**src/hdl/dsg_pkg.sv**
```systemverilog
package dsg_pkg;
    // ==================================================================
    // Register map (byte addresses, low 12 bits)
    localparam logic [11:0] ADDR_RUN_GATE = 12'h104;
    localparam logic [11:0] ADDR_SLEEP_GATE = 12'h114;
    localparam logic [11:0] ADDR_DEEP_GATE = 12'h124;
    localparam logic [11:0] ADDR_RUN_CONFIG = 12'h060;
    localparam logic [11:0] ADDR_IRQ_STATUS = 12'h200;
    localparam logic [11:0] ADDR_IRQ_MASK = 12'h204;
    localparam logic [11:0] ADDR_GATE_STATE = 12'h208;
    // ==================================================================
    // Field layout
    localparam int NUM_PERIPH = 6;
    localparam logic [31:0] GATE_WRITABLE = 32'h0003_1013;
    localparam logic [31:0] GATE_RESET = 32'h0000_0000;
    localparam logic [31:0] CONFIG_RESET = 32'h0000_0000;
    localparam int AUTO_GATE_BIT = 27;
    localparam logic [31:0] CONFIG_WRITABLE = 32'h0800_0000;
    // Peripheral index to bit position: async0, async1, sync0, twowire0, gp0, gp1
    localparam int PERIPH_BIT [0:NUM_PERIPH-1] = '{0, 1, 4, 12, 16, 17};
    // ==================================================================
    // Bus answers
    localparam logic [1:0] RESP_OKAY = 2'h0;
    localparam logic [1:0] RESP_SLVERR = 2'h2;
    // ==================================================================
    // State encodings
    typedef enum logic [1:0] {
        DSG_W_IDLE = 2'h1,
        DSG_W_RESP = 2'h2
    } dsg_wr_state_t;
    typedef enum logic [1:0] {
        DSG_R_IDLE = 2'h1,
        DSG_R_RESP = 2'h2
    } dsg_rd_state_t;
    typedef enum logic [2:0] {
        DSG_MODE_RUN = 3'h1,
        DSG_MODE_SLEEP = 3'h2,
        DSG_MODE_DEEP = 3'h4
    } dsg_mode_t;
endpackage

```
**src/hdl/dsg_gate_if.sv**
```systemverilog
`timescale 1ns/1ns
interface dsg_gate_if;
    logic [31:0] run_gate;
    logic [31:0] sleep_gate;
    logic [31:0] deep_gate;
    logic auto_gate;
    logic sleep_req;
    logic deep_req;
    logic [dsg_pkg::NUM_PERIPH-1:0] access;
    logic [dsg_pkg::NUM_PERIPH-1:0] gate_en;
    logic [dsg_pkg::NUM_PERIPH-1:0] fault;
    dsg_pkg::dsg_mode_t mode;
    modport ctrl (
        output run_gate, sleep_gate, deep_gate, auto_gate, sleep_req, deep_req, access,
        input gate_en, fault, mode
    );
    modport sel (
        input run_gate, sleep_gate, deep_gate, auto_gate, sleep_req, deep_req, access,
        output gate_en, fault, mode
    );
endinterface

```
**src/hdl/dsg_gate_sel.sv**
```systemverilog
`timescale 1ns/1ns
module dsg_gate_sel (
    input wire logic clk,
    input wire logic rst,
    dsg_gate_if.sel g
);
    // ==================================================================
    // Power mode tracking
    dsg_pkg::dsg_mode_t mode;
    dsg_pkg::dsg_mode_t next_mode;
    logic [31:0] chosen;
    logic [dsg_pkg::NUM_PERIPH-1:0] gate_en;
    logic [dsg_pkg::NUM_PERIPH-1:0] next_gate_en;
    logic [dsg_pkg::NUM_PERIPH-1:0] fault;
    logic [dsg_pkg::NUM_PERIPH-1:0] next_fault;

    always_comb begin
        if (g.deep_req) begin
            next_mode = dsg_pkg::DSG_MODE_DEEP;
        end else if (g.sleep_req) begin
            next_mode = dsg_pkg::DSG_MODE_SLEEP;
        end else begin
            next_mode = dsg_pkg::DSG_MODE_RUN;
        end
    end

    // ==================================================================
    // Gate source selection, stored registers only read
    always_comb begin
        case (mode)
            dsg_pkg::DSG_MODE_RUN: begin
                chosen = g.run_gate;
            end
            dsg_pkg::DSG_MODE_SLEEP: begin
                chosen = g.auto_gate ? g.sleep_gate : g.run_gate;
            end
            dsg_pkg::DSG_MODE_DEEP: begin
                chosen = g.auto_gate ? g.deep_gate : g.run_gate;
            end
            default: begin
                chosen = g.run_gate;
            end
        endcase
    end

    genvar i;
    generate
        for (i = 0; i < dsg_pkg::NUM_PERIPH; i = i + 1) begin : g_periph
            always_comb begin
                next_gate_en[i] = chosen[dsg_pkg::PERIPH_BIT[i]];
                next_fault[i] = g.access[i] & ~gate_en[i];
            end
        end
    endgenerate

    always_ff @(posedge clk) begin
        if (rst) begin
            mode <= dsg_pkg::DSG_MODE_RUN;
            gate_en <= '0;
            fault <= '0;
        end else begin
            mode <= next_mode;
            gate_en <= next_gate_en;
            fault <= next_fault;
        end
    end

    assign g.gate_en = gate_en;
    assign g.fault = fault;
    assign g.mode = mode;
endmodule

```
**src/hdl/dsg_top.sv**
```systemverilog
`timescale 1ns/1ns
// Behaviour
// - Each writable gate bit enables the clock of one peripheral.
// - Access to a peripheral whose clock is off raises a bus fault.
// - All gate bits reset to zero, every peripheral unclocked.
// - Deep-sleep gate register sits at 0x124 and steers Deep-Sleep clocks.
// - Sleep-mode gates apply only while the auto gating bit is set.
// - Bit 17 gates counter one, bit 16 gates counter zero.
// - Bit 12 gates two-wire serial module zero.
// - Bit 4 gates synchronous serial module zero.
// - Bit 1 gates async serial one, bit 0 async serial zero.
// - Reserved bits are read-only zero; software preserves them.
module dsg_top (
    input wire logic clk,
    input wire logic rst,
    input wire logic [11:0] s_axi_awaddr,
    input wire logic s_axi_awvalid,
    output logic s_axi_awready,
    input wire logic [31:0] s_axi_wdata,
    input wire logic [3:0] s_axi_wstrb,
    input wire logic s_axi_wvalid,
    output logic s_axi_wready,
    output logic [1:0] s_axi_bresp,
    output logic s_axi_bvalid,
    input wire logic s_axi_bready,
    input wire logic [11:0] s_axi_araddr,
    input wire logic s_axi_arvalid,
    output logic s_axi_arready,
    output logic [31:0] s_axi_rdata,
    output logic [1:0] s_axi_rresp,
    output logic s_axi_rvalid,
    input wire logic s_axi_rready,
    input wire logic sleep_req,
    input wire logic deep_sleep_req,
    input wire logic [dsg_pkg::NUM_PERIPH-1:0] periph_access,
    output logic [dsg_pkg::NUM_PERIPH-1:0] periph_clk_en,
    output logic [dsg_pkg::NUM_PERIPH-1:0] periph_fault,
    output logic irq
);
    // ==================================================================
    // Registers
    logic [31:0] run_clock_gate_one;
    logic [31:0] sleep_clock_gate_one;
    logic [31:0] deep_sleep_clock_gate_one;
    logic [31:0] run_mode_clock_config;
    logic [31:0] irq_status;
    logic [31:0] irq_mask;
    logic [31:0] next_run_gate;
    logic [31:0] next_sleep_gate;
    logic [31:0] next_deep_gate;
    logic [31:0] next_config;
    logic [31:0] next_status;
    logic [31:0] next_mask;
    logic next_irq;
    logic [31:0] fault_vec;
    logic [31:0] state_vec;

    // ==================================================================
    // Write channel state
    dsg_pkg::dsg_wr_state_t wstate;
    dsg_pkg::dsg_wr_state_t next_wstate;
    logic aw_held;
    logic w_held;
    logic [11:0] aw_addr;
    logic [31:0] w_data;
    logic [3:0] w_strb;
    logic next_aw_held;
    logic next_w_held;
    logic [11:0] next_aw_addr;
    logic [31:0] next_w_data;
    logic [3:0] next_w_strb;
    logic next_awready;
    logic next_wready;
    logic next_bvalid;
    logic [1:0] next_bresp;
    logic wr_commit;
    logic [31:0] wr_mask;
    logic wr_mapped;

    // ==================================================================
    // Read channel state
    dsg_pkg::dsg_rd_state_t rstate;
    dsg_pkg::dsg_rd_state_t next_rstate;
    logic next_arready;
    logic next_rvalid;
    logic [31:0] next_rdata;
    logic [1:0] next_rresp;

    // ==================================================================
    // Gate selector
    dsg_gate_if gif ();

    assign gif.run_gate = run_clock_gate_one;
    assign gif.sleep_gate = sleep_clock_gate_one;
    assign gif.deep_gate = deep_sleep_clock_gate_one;
    assign gif.auto_gate = run_mode_clock_config[dsg_pkg::AUTO_GATE_BIT];
    assign gif.sleep_req = sleep_req;
    assign gif.deep_req = deep_sleep_req;
    assign gif.access = periph_access;

    dsg_gate_sel u_sel (
        .clk(clk),
        .rst(rst),
        .g(gif.sel)
    );

    assign periph_clk_en = gif.gate_en;
    assign periph_fault = gif.fault;

    // ==================================================================
    // Peripheral vectors placed at their gate bit positions
    genvar i;
    generate
        for (i = 0; i < 32; i = i + 1) begin : g_bitmap
            localparam int IDX = (i == dsg_pkg::PERIPH_BIT[0]) ? 0 :
                                 (i == dsg_pkg::PERIPH_BIT[1]) ? 1 :
                                 (i == dsg_pkg::PERIPH_BIT[2]) ? 2 :
                                 (i == dsg_pkg::PERIPH_BIT[3]) ? 3 :
                                 (i == dsg_pkg::PERIPH_BIT[4]) ? 4 :
                                 (i == dsg_pkg::PERIPH_BIT[5]) ? 5 : -1;
            if (IDX >= 0) begin : g_used
                assign fault_vec[i] = gif.fault[IDX];
                assign state_vec[i] = gif.gate_en[IDX];
            end else begin : g_rsvd
                assign fault_vec[i] = 1'b0;
                assign state_vec[i] = 1'b0;
            end
        end
    endgenerate

    // ==================================================================
    // Write channel: address and data in either order
    always_comb begin
        next_wstate = wstate;
        next_aw_held = aw_held;
        next_w_held = w_held;
        next_aw_addr = aw_addr;
        next_w_data = w_data;
        next_w_strb = w_strb;
        next_bvalid = s_axi_bvalid;
        next_bresp = s_axi_bresp;
        wr_commit = 1'b0;
        if (s_axi_awvalid && s_axi_awready) begin
            next_aw_held = 1'b1;
            next_aw_addr = s_axi_awaddr;
        end
        if (s_axi_wvalid && s_axi_wready) begin
            next_w_held = 1'b1;
            next_w_data = s_axi_wdata;
            next_w_strb = s_axi_wstrb;
        end
        case (wstate)
            dsg_pkg::DSG_W_IDLE: begin
                if (next_aw_held && next_w_held) begin
                    wr_commit = 1'b1;
                    next_aw_held = 1'b0;
                    next_w_held = 1'b0;
                    next_bvalid = 1'b1;
                    next_bresp = wr_mapped ? dsg_pkg::RESP_OKAY : dsg_pkg::RESP_SLVERR;
                    next_wstate = dsg_pkg::DSG_W_RESP;
                end
            end
            dsg_pkg::DSG_W_RESP: begin
                if (s_axi_bready) begin
                    next_bvalid = 1'b0;
                    next_wstate = dsg_pkg::DSG_W_IDLE;
                end
            end
            default: begin
                next_wstate = dsg_pkg::DSG_W_IDLE;
                next_bvalid = 1'b0;
            end
        endcase
        next_awready = (next_wstate == dsg_pkg::DSG_W_IDLE) && !next_aw_held;
        next_wready = (next_wstate == dsg_pkg::DSG_W_IDLE) && !next_w_held;
    end

    always_comb begin
        wr_mapped = (next_aw_addr == dsg_pkg::ADDR_RUN_GATE) ||
                    (next_aw_addr == dsg_pkg::ADDR_SLEEP_GATE) ||
                    (next_aw_addr == dsg_pkg::ADDR_DEEP_GATE) ||
                    (next_aw_addr == dsg_pkg::ADDR_RUN_CONFIG) ||
                    (next_aw_addr == dsg_pkg::ADDR_IRQ_STATUS) ||
                    (next_aw_addr == dsg_pkg::ADDR_IRQ_MASK) ||
                    (next_aw_addr == dsg_pkg::ADDR_GATE_STATE);
        wr_mask = {{8{next_w_strb[3]}}, {8{next_w_strb[2]}},
                   {8{next_w_strb[1]}}, {8{next_w_strb[0]}}};
    end

    always_ff @(posedge clk) begin
        if (rst) begin
            wstate <= dsg_pkg::DSG_W_IDLE;
            aw_held <= 1'b0;
            w_held <= 1'b0;
            aw_addr <= '0;
            w_data <= '0;
            w_strb <= '0;
            s_axi_awready <= 1'b0;
            s_axi_wready <= 1'b0;
            s_axi_bvalid <= 1'b0;
            s_axi_bresp <= dsg_pkg::RESP_OKAY;
        end else begin
            wstate <= next_wstate;
            aw_held <= next_aw_held;
            w_held <= next_w_held;
            aw_addr <= next_aw_addr;
            w_data <= next_w_data;
            w_strb <= next_w_strb;
            s_axi_awready <= next_awready;
            s_axi_wready <= next_wready;
            s_axi_bvalid <= next_bvalid;
            s_axi_bresp <= next_bresp;
        end
    end

    // ==================================================================
    // Register updates
    always_comb begin
        next_run_gate = run_clock_gate_one;
        next_sleep_gate = sleep_clock_gate_one;
        next_deep_gate = deep_sleep_clock_gate_one;
        next_config = run_mode_clock_config;
        next_mask = irq_mask;
        next_status = irq_status;
        if (wr_commit) begin
            case (next_aw_addr)
                dsg_pkg::ADDR_RUN_GATE: begin
                    next_run_gate = ((run_clock_gate_one & ~wr_mask) |
                                     (next_w_data & wr_mask)) & dsg_pkg::GATE_WRITABLE;
                end
                dsg_pkg::ADDR_SLEEP_GATE: begin
                    next_sleep_gate = ((sleep_clock_gate_one & ~wr_mask) |
                                       (next_w_data & wr_mask)) & dsg_pkg::GATE_WRITABLE;
                end
                dsg_pkg::ADDR_DEEP_GATE: begin
                    next_deep_gate = ((deep_sleep_clock_gate_one & ~wr_mask) |
                                      (next_w_data & wr_mask)) & dsg_pkg::GATE_WRITABLE;
                end
                dsg_pkg::ADDR_RUN_CONFIG: begin
                    next_config = ((run_mode_clock_config & ~wr_mask) |
                                   (next_w_data & wr_mask)) & dsg_pkg::CONFIG_WRITABLE;
                end
                dsg_pkg::ADDR_IRQ_MASK: begin
                    next_mask = ((irq_mask & ~wr_mask) |
                                 (next_w_data & wr_mask)) & dsg_pkg::GATE_WRITABLE;
                end
                dsg_pkg::ADDR_IRQ_STATUS: begin
                    next_status = irq_status & ~(next_w_data & wr_mask);
                end
                default: begin
                    next_config = run_mode_clock_config;
                end
            endcase
        end
        // Fault set wins over a clear in the same cycle
        next_status = next_status | fault_vec;
        next_irq = |(next_status & next_mask);
    end

    always_ff @(posedge clk) begin
        if (rst) begin
            run_clock_gate_one <= dsg_pkg::GATE_RESET;
            sleep_clock_gate_one <= dsg_pkg::GATE_RESET;
            deep_sleep_clock_gate_one <= dsg_pkg::GATE_RESET;
            run_mode_clock_config <= dsg_pkg::CONFIG_RESET;
            irq_status <= '0;
            irq_mask <= '0;
            irq <= 1'b0;
        end else begin
            run_clock_gate_one <= next_run_gate;
            sleep_clock_gate_one <= next_sleep_gate;
            deep_sleep_clock_gate_one <= next_deep_gate;
            run_mode_clock_config <= next_config;
            irq_status <= next_status;
            irq_mask <= next_mask;
            irq <= next_irq;
        end
    end

    // ==================================================================
    // Read channel
    always_comb begin
        next_rstate = rstate;
        next_rvalid = s_axi_rvalid;
        next_rdata = s_axi_rdata;
        next_rresp = s_axi_rresp;
        case (rstate)
            dsg_pkg::DSG_R_IDLE: begin
                if (s_axi_arvalid && s_axi_arready) begin
                    next_rvalid = 1'b1;
                    next_rresp = dsg_pkg::RESP_OKAY;
                    next_rstate = dsg_pkg::DSG_R_RESP;
                    case (s_axi_araddr)
                        dsg_pkg::ADDR_RUN_GATE: next_rdata = run_clock_gate_one;
                        dsg_pkg::ADDR_SLEEP_GATE: next_rdata = sleep_clock_gate_one;
                        dsg_pkg::ADDR_DEEP_GATE: next_rdata = deep_sleep_clock_gate_one;
                        dsg_pkg::ADDR_RUN_CONFIG: next_rdata = run_mode_clock_config;
                        dsg_pkg::ADDR_IRQ_STATUS: next_rdata = irq_status;
                        dsg_pkg::ADDR_IRQ_MASK: next_rdata = irq_mask;
                        dsg_pkg::ADDR_GATE_STATE: next_rdata = state_vec;
                        default: begin
                            next_rdata = '0;
                            next_rresp = dsg_pkg::RESP_SLVERR;
                        end
                    endcase
                end
            end
            dsg_pkg::DSG_R_RESP: begin
                if (s_axi_rready) begin
                    next_rvalid = 1'b0;
                    next_rstate = dsg_pkg::DSG_R_IDLE;
                end
            end
            default: begin
                next_rstate = dsg_pkg::DSG_R_IDLE;
                next_rvalid = 1'b0;
            end
        endcase
        next_arready = (next_rstate == dsg_pkg::DSG_R_IDLE);
    end

    always_ff @(posedge clk) begin
        if (rst) begin
            rstate <= dsg_pkg::DSG_R_IDLE;
            s_axi_arready <= 1'b0;
            s_axi_rvalid <= 1'b0;
            s_axi_rdata <= '0;
            s_axi_rresp <= dsg_pkg::RESP_OKAY;
        end else begin
            rstate <= next_rstate;
            s_axi_arready <= next_arready;
            s_axi_rvalid <= next_rvalid;
            s_axi_rdata <= next_rdata;
            s_axi_rresp <= next_rresp;
        end
    end
endmodule

```
**config.mk**
```make
export PLATFORM = sky130hd
export DESIGN_NAME = dsg_top
export DESIGN_NICKNAME = d
export VERILOG_FILES = /design/src/hdl/dsg_pkg.sv /design/src/hdl/dsg_gate_if.sv /design/src/hdl/dsg_gate_sel.sv /design/src/hdl/dsg_top.sv
export SDC_FILE = /design/constraint.sdc
export NUM_CORES = 1
export LEC_CHECK = 0
export ABC_AREA = 1
export BUFFER_PORTS_ARGS = -buffer_cell sky130_fd_sc_hd__buf_4
export CAP_MARGIN = 30
export CORE_MARGIN = 2
export CORE_UTILIZATION = 57
export DETAILED_ROUTE_END_ITERATION = 7
export MAX_ROUTING_LAYER = met4
export PLACE_DENSITY = 0.8
export SLEW_MARGIN = 20
export SYNTH_ARGS = -nofsm -noshare
export SYNTH_HDL_FRONTEND = slang
export SYNTH_HIERARCHICAL = 1
export SYNTH_SLANG_ARGS = --single-unit
```
**constraint.sdc**
```tcl
create_clock -name clk -period 2.7 [get_ports clk]
set_clock_uncertainty 0.1 [all_clocks]
set_input_delay 0.27 -clock clk [delete_from_list [all_inputs] [get_ports clk]]
set_output_delay 0.27 -clock clk [all_outputs]
set_load 0.005 [all_outputs]
```
# After elaboration in Yosys (flattened, before gate mapping)
# Index checks and enable logic that the tools add are counted.
totals:
  reg_bits: 194
  latch_bits: 0
  ramBits: 0
  rom_bits: 0
  out_inout_bits: 54
  word_cells: 140
  mem_count: 0
op_classes:
  addsub: 0
  mul: 0
  div: 0
  magnitude_cmp: 0
  n_eq_ne: 26
  shift: 0
  muxes: 35
  n_bitwise: 28
  n_reduce_logical: 25
ops:
  columns: ["op", "count"]
  rows:
  - ["one-hot mux 32 bit (7 select lines)", 1]
  - ["two-way mux 32 bit", 5]
  - ["bitwise AND 32 bit", 3]
  - ["bitwise AND 18 bit", 4]
  - ["equality test 12 x 10 -> 1 bit (second input constant)", 6]
  - ["equality test 12 x 9 -> 1 bit (second input constant)", 6]
  - ["OR 18 bit", 4]
  - ["two-way mux 18 bit", 2]
  - ["one-hot mux 18 bit (2 select lines)", 1]
  - ["inverter 32 bit", 1]
  - ["OR 32 x 18 -> 32 bit", 1]
  - ["OR reduction 32 bit", 1]
  - ["bitwise AND 28 bit", 1]
  - ["inverter 28 bit", 1]
  - ["OR 28 bit", 1]
  - ["equality test 12 x 7 -> 1 bit (second input constant)", 2]
  - ["AND reduction 2 bit", 8]
  - ["two-way mux 2 bit", 7]
  - ["two-way mux 1 bit", 12]
  - ["two-way mux 12 bit", 1]
  - ["equality test 2 x 1 -> 1 bit (second input constant)", 4]
  - ["inequality test 2 bit (second input constant)", 4]
  - ["one-hot mux 2 bit (2 select lines)", 2]
  - ["OR reduction 7 bit", 1]
  - ["other kinds (12)", 35]

# Longest topological paths before layout
# Gate-level depths: netlist of the first run.
logic_depth:
  word_depth: 10
  depth_mapped: 19
  depth_no_buf: 17

# Modules after synthesis
# Netlist of the first run, hierarchy kept.
by_module_without_submodules:
  columns: ["module", "instances", "cells_per_inst", "area_per_inst_um2", "seq_area_each_um2"]
  rows:
  - ["dsg_top", 1, 1077, 7693.6, 3543.4]
  - ["dsg_gate_sel", 1, 118, 720.7, 300.3]

# Worst setup path after synthesis of the first run
# Ideal clock, no wire load.
synth_timing:
  path_type: "reg2reg"
  startpoint: "register s_axi_awready"
  endpoint: "register irq"
  arrival_time_ns: 1.920
  required_ns: 2.472
  path_slack_ns: 0.553
  stages_incl_launch_ff: 19
  path_buffers: 3
  synth_period_minus_slack_ns: 2.147
  cell_sequence: "dfxtp_1 > buf_6 > nand2_4 > buf_8 > nand2_2 > nand2_2 > nor2_2 > nand2_2 > nor2_8 > nand2_2 > buf_4 > o21ai_1 > nor2_1 > nor2_1 > nand2_1 > nor2_1 > nand2_1 > nor2_1 > nor2_1"
synth_via:
  elab_chain_len: 9
  elab_cells_between_ends: 15
synth_lines:
  columns: ["element", "line", "source"]
  rows:
  - ["start, declared", "dsg_top.sv:18", "output logic s_axi_awready,"]
  - ["start signal, assigned", "dsg_top.sv:209", "s_axi_awready <= next_awready;"]
  - ["logical AND 1 bit (*)", "dsg_top.sv:143", "if (s_axi_awvalid && s_axi_awready) begin"]
  - ["branches (longest 6 deep; another with two-way mux 32 bit)", null, null]
  - ["bitwise AND 32 bit (*)", "dsg_top.sv:257", "next_irq = |(next_status & next_mask);"]
  - ["OR reduction 32 bit (*)", "dsg_top.sv:257", null]
  - ["end signal, assigned", "dsg_top.sv:276", "irq <= next_irq;"]
  - ["end, declared", "dsg_top.sv:38", "output logic irq"]
# Mark *: on every way between the ends.
# A chain may end at the register's enable or synchronous reset.

# Final worst setup path of the first run
layout_timing:
  startpoint: "register wstate[0]"
  endpoint: "register irq"
layout_via:
  elab_chain_len: 6
  elab_cells_between_ends: 7
layout_lines:
  columns: ["element", "line", "source"]
  rows:
  - ["start, declared", "dsg_top.sv:60", "dsg_pkg::dsg_wr_state_t wstate;"]
  - ["start signal, assigned", "dsg_top.sv:192", "wstate <= dsg_pkg::DSG_W_IDLE;"]
  - ["start signal, assigned", "dsg_top.sv:203", "wstate <= next_wstate;"]
  - ["equality test 2 x 1 -> 1 bit (*)", "dsg_top.sv:152", "case (wstate)"]
  - ["two-way mux 1 bit (*)", "dsg_top.sv:152", null]
  - ["two-way mux 32 bit", "dsg_top.sv:225", "if (wr_commit) begin"]
  - ["OR 32 x 18 -> 32 bit", "dsg_top.sv:256", "next_status = next_status | fault_vec;"]
  - ["bitwise AND 32 bit (*)", "dsg_top.sv:257", null]
  - ["OR reduction 32 bit (*)", "dsg_top.sv:257", null]
# Mark *: on every way between the ends. The rest lies on a longest branch, timed or not.

==> reports/results.ini, run 1 <==
[detailed_routing]
antenna_left = 0
drt_pass1_iterations = 5
wl_per_cell_um = 14.9
drc_errors = 0
drt_iter0_markers = 699
via_per_inst = 5.36
via_count = 8193
drt-total-wl_mm = 22.7

[clocking]
root_buffer = clkbuf_16
cts_tree = yes
cts_buffer_depth = 2
cts_buffers = 17
cts_sinks = 192
insertion_delay_ns = 0.44
htreeDepth = 4
path_clk_slew_ns = 0.07

[synthesis]
syn_inst = 1195
yosys.area_share.simple = 0.326
synth.largest_area_cell = dfxtp_1
ys_top_cells_by_area = dfxtp_1 46%, nand2_1 14%, nor2_1 9.9%, inv_1 4.8%, a21oi_1 4.2%
synthAdderAreaFrac = 0.00595
syn_avg_cell_area_um2 = 7.04
synth_xor_xnor_area_share = 0
synth.area.mux_share = 0.00952
syn_area_mm2 = 0.00841
synthArstFlopShare = 0
synth_edf_count = 0
ys_seq_elements = 192
seq_area_frac_synth = 0.457
ys_warn_count = 6
synth_cell_types = 41
synth-compound-area-share = 0.117
synth_top_area_frac = 0.457
synth_top_family_by_area = simple AND/OR/NAND/NOR gates
synth_ff_type = dfxtp_1

[floorplanning]
initial_core_util = 0.581
die_area_mm2 = 0.0158
core_area_mm2 = 0.0145
pin_count = 129
die_x_um = 126
die_y_um = 126
rows = 44

[run]
maxCapViolations = 0

[grt]
first_global_vias = 7651
grt_util_met2 = 0.480
grtUsageMet1 = 0.369
grt-ovfl-total = 0
gr-usage-met3 = 0.0513
grtUsageTotal = 0.295
top_usage_layer = met2
grt_antenna_before_repair = 0
grt_max_degree = 65
grt_first_pass_wirelength_mm = 36.5

[status]
violations = negative hold slack
status = finished with violations

[placement]
dp_cells = 1481
pre_cts_ws_ns = 0.0968
dp_hpwl_mm = 16.4
gp_congestion = 0.931
port_buffers = 126

[setup_path]
arrival_ns = 2.72
cp_max_fo = 10
max_stage_delay_ns = 0.38
crit_buf_inv = 2
critPathLaunchType = flip-flop
cp_top_family = simple AND/OR/NAND/NOR gates
slowest_stage = dfxtp_1
worstSetupPathType = reg -> reg
path_cells = ha_1 -> nand3_4 -> clkinv_2 -> nand2_1 -> buf_4 -> nor2_1 -> nand3_1 -> nand2_1 -> nor2_1 -> nor2_1 -> nand3_1 -> nor2_1 -> nand2_1 -> nor2_1 -> nor2_1
endpoint_kind = flip-flop
crit_top_cell = nor2_1
cp.required_ns = 2.92

[final_layout]
n_fill_cell = 1198
drive_gt1_frac = 0.174
fin_nets = 1410
synthToLayoutAreaGrowth_pct = 22.9
final_cell_count_no_fill = 1528
antenna_cells = 0

[sta]
slew_headroom = 0.568
finalSetupViolations = 0
period_needed_ns = 2.50
fin_crit_sh = 0.925
slew_violations = 0
rsz0062_at_grt = false
setup_slack_ns = 0.203
max_freq_ghz = 0.401
hold_viol = 1
hold_slack_ns = -0.00123
tns_ns = 0
worstMarginPinSlew_ns = 0.641

[pwr]
leakagePower_nw = 4.57
vdd_drop_max_mv = 0.442
power.density_mw_per_mm2 = 698

[worst_hold_path]
hp-class = in -> reg

per-stage QoR:
stage          power, mW  hold WS (ns)  utilization  cell area, um^2
3_5_place_dp        4.66         0.347        0.661             9570
4_1_cts             7.16       0.00781        0.708            10300
2_1_floorplan       4.18         0.242            -             8420
6_report            7.22      -0.00123        0.714            10300
3_3_place_gp        4.62         0.347        0.661             9570
5_1_grt             7.56       0.00708        0.714            10300
cells in the mapped netlist (2+ instances only):
cell type	n
a21oi_1	70
a22o_1	17
a32o_1	12
buf_2	10
buf_4	4
buf_6	5
clkbuf_1	34
dfxtp_1	192
ha_1	4
inv_1	107
inv_2	4
mux2i_1	8
nand2_1	313
nand2_2	13
nand2_4	2
nand3_1	68
nand3_4	2
nand4_1	15
nor2_1	222
nor2_2	5
nor2_4	3
nor3_1	9
nor4_1	3
o21a_1	6
o21ai_0	38
o21ai_1	11
o21ai_2	3
o22ai_1	2
cells by family (layout without fill, tap and decap cells):
logic type / count (synthesis) / after routing
multiplexers: 8 / 8
buffers and inverters: 168 / 315
flip-flops: 192 / 192
AO/OA/AOI/OAI: 164 / 164
other: 1 / 2
adder cells (fa/ha/maj): 4 / 4
AND/OR/NAND/NOR: 658 / 659
path summary, 6_finish.rpt:
path	startpoint	depth (start not counted)	end	slack (ns)
min reg2reg	s_axi_rvalid	2	s_axi_rvalid	0.37
min	s_axi_awaddr[0]	3	aw_addr[0]	-0.001
max	wstate[0]	15	irq	0.20
max reg2reg	wstate[0]	15	irq	0.20
placed cells by master, fill, tap and decap left out, types with 17 or more instances in the layout:
cell       synthesis  final
dfxtp_1          192    192
a21oi_1           70     70
buf_4              4    157
o21ai_0           38     37
a22o_1            17     17
nand2_1          313    310
nand3_1           68     68
nor2_1           222    221
clkbuf_16          0     18
inv_1            107    107
flip-flops by register name (all words and copies together) (netlist names), 2 cells and up, named ones only:
register	cells
aw_addr	12
irq_mask	32
irq_status	32
rstate	2
s_axi_rdata	32
u_sel/g.fault	6
u_sel/g.gate_en	6
u_sel/g.mode	3
w_data	32
w_strb	4
wstate	2
where the power goes:
group / switching, mW / internal (mW) / leakage [nW] / total [mW]
Combinational: 1.02 / 0.571 / 2.72 / 1.59
Sequential: 0.0710 / 3.02 / 1.56 / 3.10
Clock: 1.17 / 1.36 / 0.295 / 2.53
Total: 2.27 / 4.96 / 4.57 / 7.22
cell type report:
class	count	area, um^2	share of cell area
timing repair buffer	170	1350	0.130
clock buffer	19	453	0.0438
sequential	192	3840	0.372
inverter	113	425	0.0411
tap	184	230	0.0223
clock inverter	13	143	0.0138
multi-input combinational	837	3900	0.377
worst register-to-register path: stages, from the launching register on:
cell      delay [ns]
dfxtp_1         0.38
ha_1            0.30
nand3_4         0.14
clkinv_2        0.20
nand2_1         0.18
buf_4           0.20
nor2_1          0.11
nand3_1         0.11
nand2_1         0.10
nor2_1          0.05
nor2_1          0.14
nand3_1         0.09
nor2_1          0.09
nand2_1         0.07
nor2_1          0.09
nor2_1          0.04
layer usage:
metal / part of all wire / wire, um
met2: 0.48 / 11000
met4: 0.026 / 580
met3: 0.060 / 1360
met1: 0.43 / 9760
met5: 0 / 0
repair_timing:
item,CTS,global route
resized for setup,0,6
hold buffers,9,0
buffers inserted,0,4
endpoints found under the hold margin,9,0
setup endpoints to repair,0,2
Note: power is estimated with default switching activity, not from simulation.
==> run 2, diff against run 1 <==
--- a/config.mk
+++ b/config.mk
@@ -5,14 +5,14 @@
 export SDC_FILE = /design/constraint.sdc
 export NUM_CORES = 1
 export LEC_CHECK = 0
-export ABC_AREA = 1
+export ABC_AREA = 0
 export BUFFER_PORTS_ARGS = -buffer_cell sky130_fd_sc_hd__buf_4
 export CAP_MARGIN = 30
 export CORE_MARGIN = 2
-export CORE_UTILIZATION = 57
+export CORE_UTILIZATION = 56
 export DETAILED_ROUTE_END_ITERATION = 7
 export MAX_ROUTING_LAYER = met4
-export PLACE_DENSITY = 0.8
+export PLACE_DENSITY = 0.79
 export SLEW_MARGIN = 20
 export SYNTH_ARGS = -nofsm -noshare
 export SYNTH_HDL_FRONTEND = slang
==> run 2 against run 1 <==
  * The flow finishes with violations (negative setup slack)
  * Flip-flop and latch count unchanged
  * Worst hold slack better by 0.0099 ns
  * Combinational power down 13%
  * Utilization up 2.8 points
  * Clock power up 7%
  * Cell count down 17%
  * Die area down 2.8%
  * Power down 0.63%
  * Largest cell class unchanged
==> reports/results.ini, run 2 <==
[synthesis]
ys_top_cells_by_area = dfxtp_1 48%, mux2i_1 7.5%, nor2_1 7.5%, a21oi_1 5.1%, nand2_1 3.3%
synth_edf_count = 0
synth_common_cells = 192 x dfxtp_1, 160 x nor2_1, 82 x a21oi_1
synth_ff_type = dfxtp_1
syn_area_mm2 = 0.00802
seq_area_frac_synth = 0.479
ys_warn_count = 6
synth_cell_types = 67
synthArstFlopShare = 0
syn_inst = 908
synth_most_common_cell = dfxtp_1
synth.largest_area_cell = dfxtp_1
syn_avg_cell_area_um2 = 8.84
ys_seq_elements = 192
synth_top_area_frac = 0.479

[setup_path]
worstSetupPathType = reg -> reg
critPathLaunchType = flip-flop
cp_max_fo = 12
cp.required_ns = 2.91
arrival_ns = 3.04
endpoint_kind = flip-flop

[clocking]
path_clk_slew_ns = 0.07
cts_buffer_depth = 2
insertion_delay_ns = 0.44
root_buffer = clkbuf_16
cts_setup_buffers = 0
cts_sinks = 192
cts_tree = yes
cts_buffers = 17
htreeDepth = 4

[placement]
port_buffers = 126
gp_congestion = 0.956
dp_hpwl_mm = 15.3

[sta]
finalSetupViolations = 1
worstMarginPinSlew_ns = 0.904
rsz0062_at_grt = true
slew_headroom = 0.396
fin_crit_sh = 1.05
hold_viol = 0
period_needed_ns = 2.82
max_freq_ghz = 0.354
slew_violations = 0
setup_slack_ns = -0.125

[grt]
first_global_vias = 6749
grt_antenna_before_repair = 0
grt-ovfl-total = 0
grt_max_degree = 42
grt_first_pass_wirelength_mm = 33.8
grtUsageTotal = 0.291

[final_layout]
final_core_util = 0.743
antenna_cells = 0
drive_gt1_frac = 0.239
seqCellArea_mm2 = 0.00384
final_cell_mix = 191 x dfxtp_1, 185 x buf_4, 156 x nor2_1
final_common_cell = dfxtp_1
n_fill_cell = 1000
synthToLayoutAreaGrowth_pct = 29.0
fin_nets = 1157
multi_input_area_mm2 = 0.00397

[detailed_routing]
drc_errors = 0
drt_pass1_iterations = 7
drt_iter0_markers = 797
antenna_left = 0
wl_per_cell_um = 17.2
via_count = 7317
drt-total-wl_mm = 21.8
via_per_inst = 5.76

[status]
violations = negative setup slack
status = finished with violations

[floorplanning]
core_area_mm2 = 0.0139
die_x_um = 124
initial_core_util = 0.576
rows = 43
die_area_mm2 = 0.0153
die_y_um = 124
pin_count = 129

[pwr]
power.density_mw_per_mm2 = 693
power.total_mw = 7.18
vdd_drop_max_mv = 0.587
leakagePower_nw = 4.15

[run]
maxCapViolations = 0

[worst_hold_path]
hp-class = in -> reg

[run 2: layout make-up]
cell class,instances,area share
clock inverters,11,0.0172
multi-input cells,645,0.384
repair buffers,206,0.156
clock buffers,20,0.0441
flip-flops and latches,192,0.372
well taps,180,0.0218
inverters,16,0.00580
[run 2: repair_timing]
item | CTS | global route
hold endpoints to repair | 17 | 0
resized for setup | 11 | 21
endpoints found under the setup margin | 11 | 20
hold buffers | 16 | 0
pin swaps | 0 | 6
[run 2: report_power, final]
part / switching [mW] / leakage [nW] / total (mW) / internal (mW)
clock: 1.10 / 0.305 / 2.71 / 1.61
sequential: 0.0944 / 1.56 / 3.08 / 2.99
combinational: 0.770 / 2.29 / 1.39 / 0.617
[run 2: per-stage QoR]
step	cell area, um^2	instances	hold slack, ns	setup WS [ns]	setup TNS (ns)
final	10300	1270	0.00867	-0.125	-0.125
after global routing	10300	1270	0.00741	-0.307	-0.398
after CTS	10300	1270	0.000845	-0.129	-0.129
after detailed placement	9430	1223	0.352	-0.302	-0.476
after global placement	9430	1223	0.342	-0.264	-0.267
after floorplan	8030	909	0.242	0.128	0
[run 2: final timing paths]
check,startpoint,end,slack [ns],depth (start not counted)
hold / removal,s_axi_awaddr[5],aw_addr[5],0.009,3
setup / recovery,aw_addr[0],irq,-0.12,9
setup reg to reg,aw_addr[0],irq,-0.12,9
hold reg to reg,u_sel/g.gate_en[4],u_sel/g.fault[4],0.35,1
[run 2: critical path, cell delays in order (launching register included)]
cell and delay (ns):
dfxtp_2 0.32, or4_4 0.54, nor4_4 0.22, o2111ai_2 0.15, buf_6 0.18, o311ai_0 0.34, o2111a_1 0.29, o2111ai_1 0.14
nor4_2 0.31, o22ai_1 0.10
[run 2: cells by family after synthesis]
| group | share of synthesized area |
|---|---|
| buffers and inverters | 0.0401 |
| and+or+nand+nor | 0.213 |
| other | 0.000467 |
| muxes | 0.0781 |
| adders and majority gates | 0.00624 |
| DFF | 0.479 |
| AOI/OAI and AO/OA | 0.183 |
[run 2: per-layer routing]
| metal | share of wire | track usage | up-vias |
|---|---|---|---|
| met5 | 0 | - | - |
| met4 | 0.017 | 0.0724 | 0 |
| met3 | 0.068 | 0.0476 | 43 |
| met2 | 0.46 | 0.456 | 291 |
| met1 | 0.45 | 0.395 | 3429 |
| li1 | - | - | 3554 |
==> run 3, diff against run 2 <==
--- a/config.mk
+++ b/config.mk
@@ -8,11 +8,13 @@
 export ABC_AREA = 0
 export BUFFER_PORTS_ARGS = -buffer_cell sky130_fd_sc_hd__buf_4
 export CAP_MARGIN = 30
+export CELL_PAD_IN_SITES_DETAIL_PLACEMENT = 1
+export CELL_PAD_IN_SITES_GLOBAL_PLACEMENT = 2
 export CORE_MARGIN = 2
-export CORE_UTILIZATION = 56
+export CORE_UTILIZATION = 34
 export DETAILED_ROUTE_END_ITERATION = 7
 export MAX_ROUTING_LAYER = met4
-export PLACE_DENSITY = 0.79
+export PLACE_DENSITY_LB_ADDON = 0.1
 export SLEW_MARGIN = 20
 export SYNTH_ARGS = -nofsm -noshare
 export SYNTH_HDL_FRONTEND = slang
==> run 3 against run 2 <==
  * The run still ends with negative setup slack left
  * Wire length grew 16%
  * Power shrank 2.5%
  * Critical path depth is the same
  * Sequential share of layout area shrank 0.77 points
  * First-iteration DRC count shrank 58%
  * Non-clock buffer count grew 11
  * Die area grew 62%
==> reports/results.ini, run 3 (synthesis results as in run 2) <==
[status]
status = finished with violations
violations = negative setup slack

[grt]
grt_util_met2 = 0.333
first_global_vias = 7312
grt_first_pass_wirelength_mm = 40.2
grtUsageTotal = 0.215
gr-usage-met3 = 0.0331
top_usage_layer = met2
grt_antenna_before_repair = 0
grt-ovfl-total = 0
grt_max_degree = 70
grtUsageMet1 = 0.298

[setup_path]
slowest_stage = or4_4
path_cells = or4_4 -> nor4_4 -> buf_4 -> o2111a_2 -> nand2_4 -> mux2_4 -> a22o_4 -> nor4_4 -> o22ai_1
r2r_slack_ns = -0.18
crit_buf_inv = 1
max_stage_delay_ns = 0.55
crit_top_cell = nor4_4
cp_max_fo = 3
worstSetupPathType = reg -> reg
critPathLaunchType = flip-flop
endpoint_kind = flip-flop
cp_top_family = simple AND/OR/NAND/NOR gates
cp.required_ns = 2.89
arrival_ns = 3.07

[final_layout]
n_fill_cell = 2725
final_cell_mix = 199 x buf_4, 191 x dfxtp_1, 157 x nor2_1
synthToLayoutAreaGrowth_pct = 31.7
fin_area_mm2 = 0.0106
final_cell_count_no_fill = 1421
drive_gt1_frac = 0.252
fin_nets = 1168
antenna_cells = 0
final_common_cell = buf_4

[detailed_routing]
drc_errors = 0
drt_iter0_markers = 331
drt_pass1_iterations = 4
via_count = 7182
antenna_left = 0
drt-total-wl_mm = 25.3
via_per_inst = 5.05
wl_per_cell_um = 17.8

[sta]
fin_crit_sh = 1.07
max_freq_ghz = 0.348
worstMarginPinSlew_ns = 0.831
slew_headroom = 0.446
rsz0062_at_grt = true
finalSetupViolations = 1
hold_viol = 0
period_needed_ns = 2.88
slew_violations = 0
setup_slack_ns = -0.177

[floorplanning]
die_x_um = 158
initial_core_util = 0.344
pin_count = 129
die_area_mm2 = 0.0248
rows = 56
core_area_mm2 = 0.0233
die_y_um = 158

[pwr]
switchingPower_mw = 2.13
power.density_mw_per_mm2 = 662
leakagePower_nw = 4.22
intPower_mw = 4.87
combPwrFrac = 0.206
p_clk_frac = 0.353
vdd_drop_max_mv = 0.404
sw_frac_of_total = 0.304
seq_power_share = 0.441
power.total_mw = 7.00

[placement]
placed_area_mm2 = 0.00969
port_buffers = 126
gp_congestion = 0.789
dp_cells = 1371
dp_hpwl_mm = 18.8

[worst_hold_path]
hp-class = in -> reg

[run]
maxCapViolations = 0

[clocking]
insertion_delay_ns = 0.43
cts_tree = yes
cts_buffers = 17
htreeDepth = 4
root_buffer = clkbuf_16
path_clk_slew_ns = 0.07
cts_sinks = 192
cts_buffer_depth = 2

-- run 3: cell types whose count changed in the layout (fill, tap and decap cells not counted), moves of 3 or more --
cell | before | now
nand2_1 | 67 | 64
clkinv_4 | 1 | 5
inv_8 | 1 | 4
bufinv_16 | 4 | 0
buf_4 | 185 | 199
-- run 3: per-layer routing --
metal,up-vias,share of wire
met2,129,0.45
met5,-,0
met1,3467,0.51
met4,0,0.011
li1,3566,-
met3,20,0.030
-- run 3: final cells by class --
type	count	area (um^2)	share of cell area
Clock buffer	18	429	0.0406
Clock inverter	14	146	0.0139
Inverter	16	60.1	0.00568
Multi-Input combinational cell	645	3990	0.378
Sequential cell	192	3840	0.364
Tap cell	319	399	0.0378
Timing Repair Buffer	217	1700	0.161
-- run 3: power by group through the flow --
stage          combinational, mW  sequential (mW)  clock (mW)
5_1_grt                     1.59             3.11        2.67
4_1_cts                     1.40             3.08        2.54
3_3_place_gp                1.36             3.15           0
6_report                    1.44             3.08        2.47
2_1_floorplan              0.746             3.13           0
3_5_place_dp                1.37             3.15           0
-- run 3: worst min-delay path, stage by stage --
cell and delay, ns:
buf_4 0.13, nand2_1 0.05, a21oi_1 0.05
-- run 3: path summary, 6_finish.rpt --
path	start	endpoint	depth (start not counted)
setup / recovery	aw_addr[0]	irq	9
setup reg to reg	aw_addr[0]	irq	9
hold reg to reg	irq_mask[24]	irq_mask[24]	2
hold / removal	s_axi_awaddr[6]	aw_addr[6]	3
-- run 3: metrics by stage --
| stage | hold WS [ns] | TNS [ns] | utilization | worst slack (ns) |
|---|---|---|---|---|
| 2_1_floorplan | 0.242 | 0 | - | 0.128 |
| 3_3_place_gp | 0.345 | -0.719 | 0.415 | -0.399 |
| 3_5_place_dp | 0.350 | -1.14 | 0.415 | -0.431 |
| 4_1_cts | 0.000870 | -0.184 | 0.447 | -0.184 |
| 5_1_grt | 0.00252 | -0.628 | 0.453 | -0.284 |
| 6_report | 0.0112 | -0.177 | 0.453 | -0.177 |
-- run 3: what timing repair did --
action,4_1_cts,5_1_grt
gates cloned,0,0
hold buffers,13,1
setup buffers,0,4
endpoints found under the hold margin,14,1
resized for setup,11,26
endpoints found under the setup margin,10,19
pin swaps,0,13
